$ cat src/inc/host_port_regs.svh
// Purpose: Constants shared by both ends of the host address and data port.
// Assumes: Included by bare name; definitions only.
// Notes: Bus mode codes follow the strap encoding used by both ends.
`ifndef HOST_PORT_REGS_SVH
`define HOST_PORT_REGS_SVH
`define PARITY_THROUGH_OFF_BIT 2
`define CTRL_ZERO_RESET 8'h00
`define STRAP_MODE1 3'h0
`define STRAP_MODE2 3'h1
`define STRAP_MODE3 3'h2
`define STRAP_MODE4 3'h3
`define XFER_WAIT_CYCLES 4'h2
`endif

$ cat src/inc/host_port_pkg.sv
// Purpose: Types shared by both ends of the host address and data port.
// Assumes: Nothing.
// Notes: Bus mode is decoded from the strap pins.
package host_port_pkg;
  typedef enum logic [1:0] {mode_1, mode_2, mode_3, mode_4} bus_mode_t;
  typedef logic [31:0] word_t;
  typedef logic [3:0] lanes_t;
endpackage

$ cat src/inc/host_port_if.sv
// Purpose: Pin bundle between the storage processor and the host system.
// Assumes: Output enables are low while a party drives a pin.
// Notes: Each end samples the other end's output signals directly; the bench resolves no wire levels.
interface host_port_if;
  logic [31:0] dev_addr_o;
  logic [31:0] dev_addr_oe_n;
  logic [31:0] host_addr_o;
  logic [31:0] host_addr_oe_n;
  logic [31:0] dev_data_o;
  logic dev_data_oe_n;
  logic [31:0] host_data_o;
  logic host_data_oe_n;
  logic [3:0] dev_parity_o;
  logic [3:0] dev_parity_oe_n;
  logic [3:0] host_parity_o;
  logic [3:0] host_parity_oe_n;
  logic dev_start_n_o;
  logic dev_start_oe_n;
  logic host_start_n_o;
  logic host_start_oe_n;
  logic data_strobe_n;
  logic data_strobe_oe_n;
  logic read_latch_enable;
  logic cycle_ack_n;
  logic [2:0] bus_select_straps;
  modport device (
    output dev_addr_o, dev_addr_oe_n, dev_data_o, dev_data_oe_n,
    output dev_parity_o, dev_parity_oe_n, dev_start_n_o, dev_start_oe_n,
    output data_strobe_n, data_strobe_oe_n,
    input host_addr_o, host_addr_oe_n, host_data_o, host_data_oe_n,
    input host_parity_o, host_parity_oe_n, host_start_n_o, host_start_oe_n,
    input read_latch_enable, cycle_ack_n, bus_select_straps
  );
  modport host (
    output host_addr_o, host_addr_oe_n, host_data_o, host_data_oe_n,
    output host_parity_o, host_parity_oe_n, host_start_n_o, host_start_oe_n,
    output read_latch_enable, cycle_ack_n, bus_select_straps,
    input dev_addr_o, dev_addr_oe_n, dev_data_o, dev_data_oe_n,
    input dev_parity_o, dev_parity_oe_n, dev_start_n_o, dev_start_oe_n,
    input data_strobe_n, data_strobe_oe_n
  );
endinterface

$ cat src/rtl/storage_dev_port.sv
// Purpose: Device end of the host address, parity and strobe port.
// Assumes: One clock, the host bus clock; straps steady after reset.
// Notes: Master cycles are requested on the user side, one word each.
// Function
// - Low parity lines cover bytes zero to two.
// - Top parity line covers byte three.
// - Parity valid on low lanes always; top lane only with parity-through on.
// - Control bit two disables parity-through.
// - Without parity-through, top pin is abort input.
// - Abort finishes current transfer, then releases bus.
// - Mode one master drives data strobe.
// - Modes two to four latch read data.
// - Unused latch enable is held high.
// - Upper address input as slave, output as master.
// - Modes one to three: low pins are address.
// - Mode four: low pins are byte enables.
// - Mode one address strobe marks valid address.
// - Mode two transfer start marks cycle start.
// - Modes three, four address status marks cycle.
// - Host picks bus mode by strap pins.
// - All host activity timed by host clock.
`include "host_port_regs.svh"
module storage_dev_port (
  input wire logic i_clock,
  input wire logic i_rst,
  host_port_if.device bus,
  input wire logic [7:0] i_ctrl_zero,
  input wire logic i_req,
  input wire logic i_write,
  input wire host_port_pkg::word_t i_addr,
  input wire host_port_pkg::word_t i_wdata,
  input wire host_port_pkg::lanes_t i_lanes,
  output logic o_busy,
  output logic o_done,
  output logic o_aborted,
  output host_port_pkg::word_t o_rdata,
  output host_port_pkg::word_t o_slave_addr,
  output logic o_slave_start,
  output logic o_parity_err,
  output logic o_bus_released
);
  import host_port_pkg::*;

  typedef enum logic [1:0] {st_idle, st_start, st_data, st_release} dev_state_t;
  dev_state_t state_r;
  bus_mode_t mode_r;
  logic [2:0] strap_s1_r, strap_s2_r;
  logic abort_s1_r, abort_s2_r, abort_pend_r;
  logic ack_s1_r, ack_s2_r, latch_en_s1_r, latch_en_s2_r, start_s1_r, start_s2_r;
  word_t data_s1_r, data_s2_r, addr_s1_r, addr_s2_r;
  logic [3:0] par_s1_r, par_s2_r;
  logic write_r;
  word_t addr_r, wdata_r;
  lanes_t lanes_r;
  logic through_off;
  word_t latch_r;
  logic [3:0] rd_par;
  function automatic logic [3:0] lane_parity(input word_t d);
    logic [3:0] p;
    p = '0;
    for (int i = 0; i < 4; i++)
      p[i] = ~^d[8*i +: 8];
    return p;
  endfunction
  assign through_off = i_ctrl_zero[`PARITY_THROUGH_OFF_BIT];
  assign rd_par = lane_parity(data_s2_r);
  ////////////////////////////////////////////////////////////////////////////
  always_ff @(posedge i_clock or posedge i_rst)
  begin
    if (i_rst)
    begin
      strap_s1_r <= '0;
      strap_s2_r <= '0;
      abort_s1_r <= 1'b1;
      abort_s2_r <= 1'b1;
      ack_s1_r <= 1'b1;
      ack_s2_r <= 1'b1;
      latch_en_s1_r <= 1'b1;
      latch_en_s2_r <= 1'b1;
      start_s1_r <= 1'b1;
      start_s2_r <= 1'b1;
      data_s1_r <= '0;
      data_s2_r <= '0;
      addr_s1_r <= '0;
      addr_s2_r <= '0;
      par_s1_r <= '0;
      par_s2_r <= '0;
    end
    else
    begin
      strap_s1_r <= bus.bus_select_straps;
      strap_s2_r <= strap_s1_r;
      abort_s1_r <= bus.host_parity_o[3];
      abort_s2_r <= abort_s1_r;
      ack_s1_r <= bus.cycle_ack_n;
      ack_s2_r <= ack_s1_r;
      latch_en_s1_r <= bus.read_latch_enable;
      latch_en_s2_r <= latch_en_s1_r;
      start_s1_r <= bus.host_start_n_o;
      start_s2_r <= start_s1_r;
      data_s1_r <= bus.host_data_o;
      data_s2_r <= data_s1_r;
      addr_s1_r <= bus.host_addr_o;
      addr_s2_r <= addr_s1_r;
      par_s1_r <= bus.host_parity_o;
      par_s2_r <= par_s1_r;
    end
  end
  ////////////////////////////////////////////////////////////////////////////
  always_ff @(posedge i_clock or posedge i_rst)
  begin
    if (i_rst)
      mode_r <= mode_1;
    else
    begin
      case (strap_s2_r)
        `STRAP_MODE1: mode_r <= mode_1;
        `STRAP_MODE2: mode_r <= mode_2;
        `STRAP_MODE3: mode_r <= mode_3;
        default: mode_r <= mode_4;
      endcase
    end
  end
  ////////////////////////////////////////////////////////////////////////////
  always_ff @(posedge i_clock or posedge i_rst)
  begin
    if (i_rst)
      abort_pend_r <= 1'b0;
    else if (through_off && !abort_s2_r)
      abort_pend_r <= 1'b1;
    else if (state_r == st_release || state_r == st_idle)
      abort_pend_r <= 1'b0;
  end
  ////////////////////////////////////////////////////////////////////////////
  always_ff @(posedge i_clock or posedge i_rst)
  begin
    if (i_rst)
    begin
      state_r <= st_idle;
      write_r <= 1'b0;
      addr_r <= '0;
      wdata_r <= '0;
      lanes_r <= '0;
      o_done <= 1'b0;
      o_aborted <= 1'b0;
    end
    else
    begin
      o_done <= 1'b0;
      o_aborted <= 1'b0;
      case (state_r)
        st_idle:
        begin
          if (i_req && !abort_pend_r)
          begin
            state_r <= st_start;
            write_r <= i_write;
            addr_r <= i_addr;
            wdata_r <= i_wdata;
            lanes_r <= i_lanes;
          end
        end
        st_start: state_r <= st_data;
        st_data:
        begin
          if (!ack_s2_r)
          begin
            o_done <= 1'b1;
            state_r <= abort_pend_r ? st_release : st_idle;
          end
        end
        st_release:
        begin
          o_aborted <= 1'b1;
          state_r <= st_idle;
        end
        default: state_r <= st_idle;
      endcase
    end
  end
  ////////////////////////////////////////////////////////////////////////////
  always_ff @(posedge i_clock or posedge i_rst)
  begin
    if (i_rst)
    begin
      bus.dev_addr_o <= '0;
      bus.dev_addr_oe_n <= '1;
      bus.dev_start_n_o <= 1'b1;
      bus.dev_start_oe_n <= 1'b1;
      bus.data_strobe_n <= 1'b1;
      bus.data_strobe_oe_n <= 1'b1;
      bus.dev_data_o <= '0;
      bus.dev_data_oe_n <= 1'b1;
      bus.dev_parity_o <= '0;
      bus.dev_parity_oe_n <= '1;
      o_busy <= 1'b0;
      o_bus_released <= 1'b1;
    end
    else
    begin
      o_busy <= (state_r != st_idle);
      o_bus_released <= (state_r == st_idle) || (state_r == st_release);
      if (state_r == st_start || state_r == st_data)
      begin
        bus.dev_addr_oe_n <= '0;
        if (mode_r == mode_4)
        begin
          bus.dev_addr_o <= {addr_r[31:2], ~lanes_r[1], ~lanes_r[0]};
        end
        else
        begin
          bus.dev_addr_o <= addr_r;
        end
        bus.dev_start_oe_n <= 1'b0;
        bus.dev_start_n_o <= !(state_r == st_start);
        bus.data_strobe_oe_n <= (mode_r != mode_1);
        bus.data_strobe_n <= !(mode_r == mode_1 && state_r == st_data);
        bus.dev_data_oe_n <= !write_r;
        bus.dev_data_o <= wdata_r;
        bus.dev_parity_o <= lane_parity(wdata_r);
        bus.dev_parity_oe_n <= {through_off | !write_r, {3{!write_r}}};
      end
      else
      begin
        bus.dev_addr_oe_n <= '1;
        bus.dev_start_oe_n <= 1'b1;
        bus.dev_start_n_o <= 1'b1;
        bus.data_strobe_oe_n <= 1'b1;
        bus.data_strobe_n <= 1'b1;
        bus.dev_data_oe_n <= 1'b1;
        bus.dev_parity_oe_n <= '1;
      end
    end
  end
  ////////////////////////////////////////////////////////////////////////////
  always_ff @(posedge i_clock or posedge i_rst)
  begin
    if (i_rst)
    begin
      latch_r <= '0;
      o_rdata <= '0;
      o_slave_addr <= '0;
      o_slave_start <= 1'b0;
      o_parity_err <= 1'b0;
    end
    else
    begin
      if (mode_r == mode_1 || latch_en_s2_r)
      begin
        latch_r <= data_s2_r;
      end
      if (state_r == st_data && !ack_s2_r && !write_r)
      begin
        o_rdata <= (mode_r == mode_1) ? data_s2_r : latch_r;
        o_parity_err <= (par_s2_r[2:0] != rd_par[2:0]) ||
                        (!through_off && par_s2_r[3] != rd_par[3]);
      end
      o_slave_start <= (state_r == st_idle) && !start_s2_r;
      if ((state_r == st_idle) && !start_s2_r)
      begin
        o_slave_addr <= addr_s2_r;
      end
    end
  end
endmodule

$ cat src/flat_wrapper.sv
// flat-port wrapper written by rule: the top's interface ports become plain ports
module storage_dev_port_flat import host_port_pkg::*;
  (i_clock, i_rst, i_ctrl_zero, i_req, i_write, i_addr, i_wdata, i_lanes, o_busy, o_done, o_aborted, o_rdata, o_slave_addr, o_slave_start, o_parity_err, o_bus_released, bus_dev_addr_o, bus_dev_addr_oe_n, bus_dev_data_o, bus_dev_data_oe_n, bus_dev_parity_o, bus_dev_parity_oe_n, bus_dev_start_n_o, bus_dev_start_oe_n, bus_data_strobe_n, bus_data_strobe_oe_n, bus_host_addr_o, bus_host_addr_oe_n, bus_host_data_o, bus_host_data_oe_n, bus_host_parity_o, bus_host_parity_oe_n, bus_host_start_n_o, bus_host_start_oe_n, bus_read_latch_enable, bus_cycle_ack_n, bus_bus_select_straps);
  host_port_if bus_i ();
  input wire logic i_clock;
  input wire logic i_rst;
  input wire logic [7:0] i_ctrl_zero;
  input wire logic i_req;
  input wire logic i_write;
  input wire host_port_pkg::word_t i_addr;
  input wire host_port_pkg::word_t i_wdata;
  input wire host_port_pkg::lanes_t i_lanes;
  output logic o_busy;
  output logic o_done;
  output logic o_aborted;
  output host_port_pkg::word_t o_rdata;
  output host_port_pkg::word_t o_slave_addr;
  output logic o_slave_start;
  output logic o_parity_err;
  output logic o_bus_released;
  output wire logic [$bits(bus_i.dev_addr_o)-1:0] bus_dev_addr_o;
  output wire logic [$bits(bus_i.dev_addr_oe_n)-1:0] bus_dev_addr_oe_n;
  output wire logic [$bits(bus_i.dev_data_o)-1:0] bus_dev_data_o;
  output wire logic [$bits(bus_i.dev_data_oe_n)-1:0] bus_dev_data_oe_n;
  output wire logic [$bits(bus_i.dev_parity_o)-1:0] bus_dev_parity_o;
  output wire logic [$bits(bus_i.dev_parity_oe_n)-1:0] bus_dev_parity_oe_n;
  output wire logic [$bits(bus_i.dev_start_n_o)-1:0] bus_dev_start_n_o;
  output wire logic [$bits(bus_i.dev_start_oe_n)-1:0] bus_dev_start_oe_n;
  output wire logic [$bits(bus_i.data_strobe_n)-1:0] bus_data_strobe_n;
  output wire logic [$bits(bus_i.data_strobe_oe_n)-1:0] bus_data_strobe_oe_n;
  input wire logic [$bits(bus_i.host_addr_o)-1:0] bus_host_addr_o;
  input wire logic [$bits(bus_i.host_addr_oe_n)-1:0] bus_host_addr_oe_n;
  input wire logic [$bits(bus_i.host_data_o)-1:0] bus_host_data_o;
  input wire logic [$bits(bus_i.host_data_oe_n)-1:0] bus_host_data_oe_n;
  input wire logic [$bits(bus_i.host_parity_o)-1:0] bus_host_parity_o;
  input wire logic [$bits(bus_i.host_parity_oe_n)-1:0] bus_host_parity_oe_n;
  input wire logic [$bits(bus_i.host_start_n_o)-1:0] bus_host_start_n_o;
  input wire logic [$bits(bus_i.host_start_oe_n)-1:0] bus_host_start_oe_n;
  input wire logic [$bits(bus_i.read_latch_enable)-1:0] bus_read_latch_enable;
  input wire logic [$bits(bus_i.cycle_ack_n)-1:0] bus_cycle_ack_n;
  input wire logic [$bits(bus_i.bus_select_straps)-1:0] bus_bus_select_straps;
  assign bus_dev_addr_o = bus_i.dev_addr_o;
  assign bus_dev_addr_oe_n = bus_i.dev_addr_oe_n;
  assign bus_dev_data_o = bus_i.dev_data_o;
  assign bus_dev_data_oe_n = bus_i.dev_data_oe_n;
  assign bus_dev_parity_o = bus_i.dev_parity_o;
  assign bus_dev_parity_oe_n = bus_i.dev_parity_oe_n;
  assign bus_dev_start_n_o = bus_i.dev_start_n_o;
  assign bus_dev_start_oe_n = bus_i.dev_start_oe_n;
  assign bus_data_strobe_n = bus_i.data_strobe_n;
  assign bus_data_strobe_oe_n = bus_i.data_strobe_oe_n;
  assign bus_i.host_addr_o = bus_host_addr_o;
  assign bus_i.host_addr_oe_n = bus_host_addr_oe_n;
  assign bus_i.host_data_o = bus_host_data_o;
  assign bus_i.host_data_oe_n = bus_host_data_oe_n;
  assign bus_i.host_parity_o = bus_host_parity_o;
  assign bus_i.host_parity_oe_n = bus_host_parity_oe_n;
  assign bus_i.host_start_n_o = bus_host_start_n_o;
  assign bus_i.host_start_oe_n = bus_host_start_oe_n;
  assign bus_i.read_latch_enable = bus_read_latch_enable;
  assign bus_i.cycle_ack_n = bus_cycle_ack_n;
  assign bus_i.bus_select_straps = bus_bus_select_straps;
  storage_dev_port u_core (.i_clock(i_clock), .i_rst(i_rst), .bus(bus_i), .i_ctrl_zero(i_ctrl_zero), .i_req(i_req), .i_write(i_write), .i_addr(i_addr), .i_wdata(i_wdata), .i_lanes(i_lanes), .o_busy(o_busy), .o_done(o_done), .o_aborted(o_aborted), .o_rdata(o_rdata), .o_slave_addr(o_slave_addr), .o_slave_start(o_slave_start), .o_parity_err(o_parity_err), .o_bus_released(o_bus_released));
endmodule
$ cat config.mk
export PLATFORM = sky130hd
export DESIGN_NAME = storage_dev_port_flat
export DESIGN_NICKNAME = d
export VERILOG_FILES = /design/src/inc/host_port_pkg.sv /design/src/inc/host_port_if.sv /design/src/rtl/storage_dev_port.sv /design/src/flat_wrapper.sv
export VERILOG_INCLUDE_DIRS = /design/src /design/src/inc
export SDC_FILE = /design/constraint.sdc
export NUM_CORES = 1
export LEC_CHECK = 0
export ABC_AREA = 1
export BUFFER_PORTS_ARGS = -buffer_cell sky130_fd_sc_hd__buf_2
export CAP_MARGIN = 10
export CORE_UTILIZATION = 47
export CTS_BUF_LIST = sky130_fd_sc_hd__clkbuf_16
export DETAILED_ROUTE_END_ITERATION = 12
export GPL_TIMING_DRIVEN = 0
export MAX_ROUTING_LAYER = met4
export PLACE_DENSITY_LB_ADDON = 0.15
export SETUP_SLACK_MARGIN = 0.1
export SYNTH_ARGS = -nofsm -noshare
export SYNTH_HDL_FRONTEND = slang
export SYNTH_SLANG_ARGS = --single-unit
export TNS_END_PERCENT = 50
$ cat constraint.sdc
create_clock -name i_clock -period 11.48 [get_ports i_clock]
set_input_delay 0.574 -clock i_clock [delete_from_list [all_inputs] [get_ports i_clock]]
set_output_delay 0.574 -clock i_clock [all_outputs]
set_load 0.05 [all_outputs]
Yosys cells after proc, flatten, opt, wreduce, memory -nomap -nowiden
Index checks and enable logic that the tools add are counted.
{ "totals": {"regBits": 433, "input_bits": 192, "out_inout_bits": 179} }
{ "classes": {"n_eq_ne": 10, "muxes": 19, "n_bitwise": 3, "n_reduce_logical": 35} }
{ "ops": {"columns": ["op", "count"], "rows": [
  ["$mux 32", 2],
  ["$reduce_xnor 8->1", 8],
  ["$mux 1", 10],
  ["$logic_not 1->1", 8],
  ["$mux 2", 4],
  ["$pmux 2 s4", 1],
  ["$logic_and 1x1->1", 7],
  ["$eq 2x2->1 const B", 3],
  ["$pmux 2 s3", 1],
  ["$reduce_bool 2->1", 3],
  ["$logic_not 2->1", 2],
  ["$logic_or 1x1->1", 4],
  ["$mux 4", 1],
  ["$ne 2x2->1 const B", 2],
  ["$reduce_and 2->1", 2],
  ["$eq 3x1->1 const B", 1],
  ["$eq 3x2->1 const B", 1],
  ["$logic_not 3->1", 1],
  ["$ne 3x3->1", 1],
  ["$eq 2x1->1 const B", 1],
  ["$not 1->1", 2],
  ["$ne 1x1->1", 1],
  ["$or 1x1->1", 1]
]} }

Longest topological paths before layout
{ "logic_depth": {"depth_word": 4, "ltp_mapped": 13, "ltp_nobuf": 13} }

Worst setup path after synthesis
OpenSTA, ideal clock, no wires.
{ "synth_timing": {"path_kind": "register to output", "start": "reg, netlist name u_core.bus.dev_addr_oe_n[30]", "end": "out bus_dev_addr_oe_n[0]", "arrival_ns": 1.249, "slack_ns": 9.657, "path_stages_with_launch": 2, "path_cell_list": "dfstp_2 > buf_4"} }
{ "synth_rtl": {"columns": ["element", "line_no", "text"], "rows": [
  ["end, declared", "flat_wrapper.sv:22", "output wire logic [$bits(bus_i.dev_addr_oe_n)-1:0] bus_dev_addr_oe_n;"]
]} }

==> results_dict.tcl <==
set metrics [dict create \
    synth_top_family_by_area "simple AND/OR/NAND/NOR gates" \
    critPathCaptureType "primary output" \
    grt_pass1_vias 9496 \
    viasPerCell 4.64 \
    synth.distinct_cells 28 \
    yosys-mux-area-fraction_pct 5.79 \
    synth_edf_count 0 \
    worstMarginPinSlew_ns 0.626 \
    wl_met3_mm 2.49 \
    cap_violations 0 \
    gr-total-overflow 0 \
    critical_path_class "reg -> out" \
    startpoint_type "register" \
    syn_avg_cell_area_sq_um 11.6 \
    fin_skew_ns 0.0156 \
    syn-cell-area_sq_um 14300 \
    wl_met2_mm 14.2 \
    power_density_nw_per_um2 329 \
    drive_gt1_share_pct 33.0 \
    ys_ff_latch 397 \
    hpwl_mm 21.9 \
    start_util_pct 48.1 \
    power_mw 5.91 \
    cp.arrival_ns 1.84 \
    wl_met1_mm 13.5 \
    hold_path_class "in -> async" \
    track_usage_pct 20.8 \
    die_width_um 177 \
    required_ns 10.91 \
    numPortBuffers 323 \
    root_buffer "clkbuf_16" \
    clock_path_buffers 3 \
    p_leak_nw 9.25 \
    highest_layer "met4" \
    placed_cells_incl_taps 1955 \
    coreArea_sq_um 29800 \
    hold_viol 0 \
    synthesis.nets 1429 \
    cts_setup_buffers 0 \
    synth_compound_area_share_pct 4.07 \
    cts_resized 0 \
    numCtsBuffers 41 \
    antenna_left 0 \
    maxSlewViolCount 0 \
    postCtsHoldBufs 0 \
    synthFlopType "dfrtp_1" \
    fp.dieArea_sq_um 31200 \
    die_h_um 177 \
    final_cell_mix "dfrtp_1, nand2_1, buf_2" \
    grt_pass1_wl_mm 49.3 \
    finalSetupTns_ns 0 \
    finalWirelength_mm 30.8 \
    clock_sinks 397 \
    gp_congestion 0.807 \
    num_rows 63 \
    post_drt_wl_per_cell_um 15.1 \
    final.min_clock_period_ns 2.42 \
    maxSlewHeadroom_pct 58.3 \
    finalNetCount 1805 \
    rsz0062_at_grt "no" \
    fmax_mhz 413 \
    ir_drop_v 0.000208 \
    areaGrowthSynthToFinish_pct 25.4 \
    dr.pass1.iters 4 \
    crit_fanout 34 \
    status "finished clean" \
    finalCritPeriodShare_pct 21.1 \
    setup_viol 0 \
    synth-simple-area-share_pct 11.9 \
    num_vias 9471 \
    synthArstFlopShare_pct 100 \
    clock_latency_ns 0.52 \
    ys_seq_area_share_pct 69.5 \
    clkSlewWorstSetupHoldPaths_ns 0.06 \
    cts_tree "done" \
    yosys.area_share.xor_xnor_pct 2.57 \
    drtIter0Drc 512 \
    h-tree-depth 2 \
    antenna_found_initial 13 \
    netlist_instances 1232 \
    grt_max_degree 45 \
    ios 371 \
    layout_commonest_cell "dfrtp_1" \
    layoutNonFillerInstCount 2043 \
    yosys_warnings 0 \
    synth_fa_ha_area_share_pct 0.437 \
    drc 0 \
]
## state kept, by name (all words and copies together), names as in the netlist, 3 cells and up
| name | count |
|---|---|
| u_core.o_rdata | 32 |
| u_core.data_s2_r | 32 |
| u_core.wdata_r | 32 |
| u_core.strap_s1_r | 3 |
| u_core.addr_s2_r | 32 |
| u_core.bus.dev_data_o | 32 |
| u_core.o_slave_addr | 32 |
| u_core.data_s1_r | 32 |
| u_core.bus.dev_parity_o | 4 |
| u_core.par_s1_r | 4 |
| u_core.par_s2_r | 4 |
| u_core.addr_r | 32 |
| u_core.strap_s2_r | 3 |
| u_core.addr_s1_r | 32 |
| u_core.latch_r | 32 |
| u_core.bus.dev_addr_o | 32 |
## synthesized netlist by cell type (3+ instances only)
master	count	area, sq um
o21ai_0	50	250
clkbuf_1	25	93.8
ha_1	5	62.6
dfstp_2	14	368
inv_1	81	304
nor2_1	58	218
buf_2	17	85.1
nand2_1	362	1360
xnor2_1	32	280
buf_4	36	270
buf_6	5	56.3
a21oi_1	21	105
dfrtp_1	383	9580
xor2_1	10	87.6
nand3_1	15	75.1
or2_2	3	18.8
o22ai_1	34	213
mux2_4	5	75.1
mux2_2	67	754
## metrics by stage
stage          util (%)  cell area, sq um  setup WS (ns)  hold WS, ns
2_1_floorplan         -             14300           5.57        0.331
3_3_place_gp       55.1             16400           3.37        0.332
3_5_place_dp       55.8             16600           9.01        0.335
4_1_cts            60.2             17900           9.03        0.108
5_1_grt            60.3             18000           8.97        0.126
6_report           60.3             18000           9.06        0.112
## cell families after synthesis
kind of cell	Yosys count
XOR/XNOR	42
adder cells (fa/ha/maj)	5
AO/OA/AOI/OAI	107
AND/OR/NAND/NOR	443
buffers and inverters	166
multiplexers	72
flip-flops	397
## power breakdown
group | total (mW) | internal (mW) | switching [mW]
Clock | 1.27 | 0.744 | 0.524
Sequential | 2.07 | 1.82 | 0.243
Combinational | 2.58 | 0.751 | 1.82
Total | 5.91 | 3.32 | 2.59
## layout make-up
class / instances / area, sq um
buffer: 84 / 509
clock buffer: 43 / 1080
fill: 2536 / 11800
antenna: 14 / 35.0
clock inverter: 31 / 224
tap: 390 / 488
multi-input combinational: 669 / 3550
inverter: 82 / 312
timing repair buffer: 333 / 1820
sequential: 397 / 9950
## layer usage
layer / vias up / track usage [%]
met5: - / -
met4: 0 / 6.11
met3: 50 / 6.50
met2: 266 / 31.2
met1: 4533 / 27.1
li1: 4622 / -
## worst max-delay path, stage by stage, from the launching register on
cell     delay (ns)
dfstp_2        0.87
buf_4          0.20
buf_2          0.26
## path summary, 6_finish.rpt
kind	start	end	slack, ns	depth (start not counted)
min in group i_clock	bus_cycle_ack_n	u_core.ack_s1_r$_DFF_PP1_	0.15	1
worst min-delay path	i_rst	u_core.wdata_r[10]$_DFFE_PP0P_	0.11	2
max in group asynchronous	i_rst	u_core.addr_s2_r[13]$_DFF_PP0_	9.67	7
worst max register to register	u_core.state_r[0]$_DFFE_PP0P_	u_core.o_rdata[4]$_DFFE_PP0P_	9.44	7
worst min register to register	u_core.strap_s1_r[2]$_DFF_PP0_	u_core.strap_s2_r[2]$_DFF_PP0_	0.34	0
worst max-delay path	u_core.bus.dev_addr_oe_n[30]$_DFF_PP1_	bus_dev_addr_oe_n[0]	9.06	2
No activity file was read; power rests on OpenSTA's default activity.
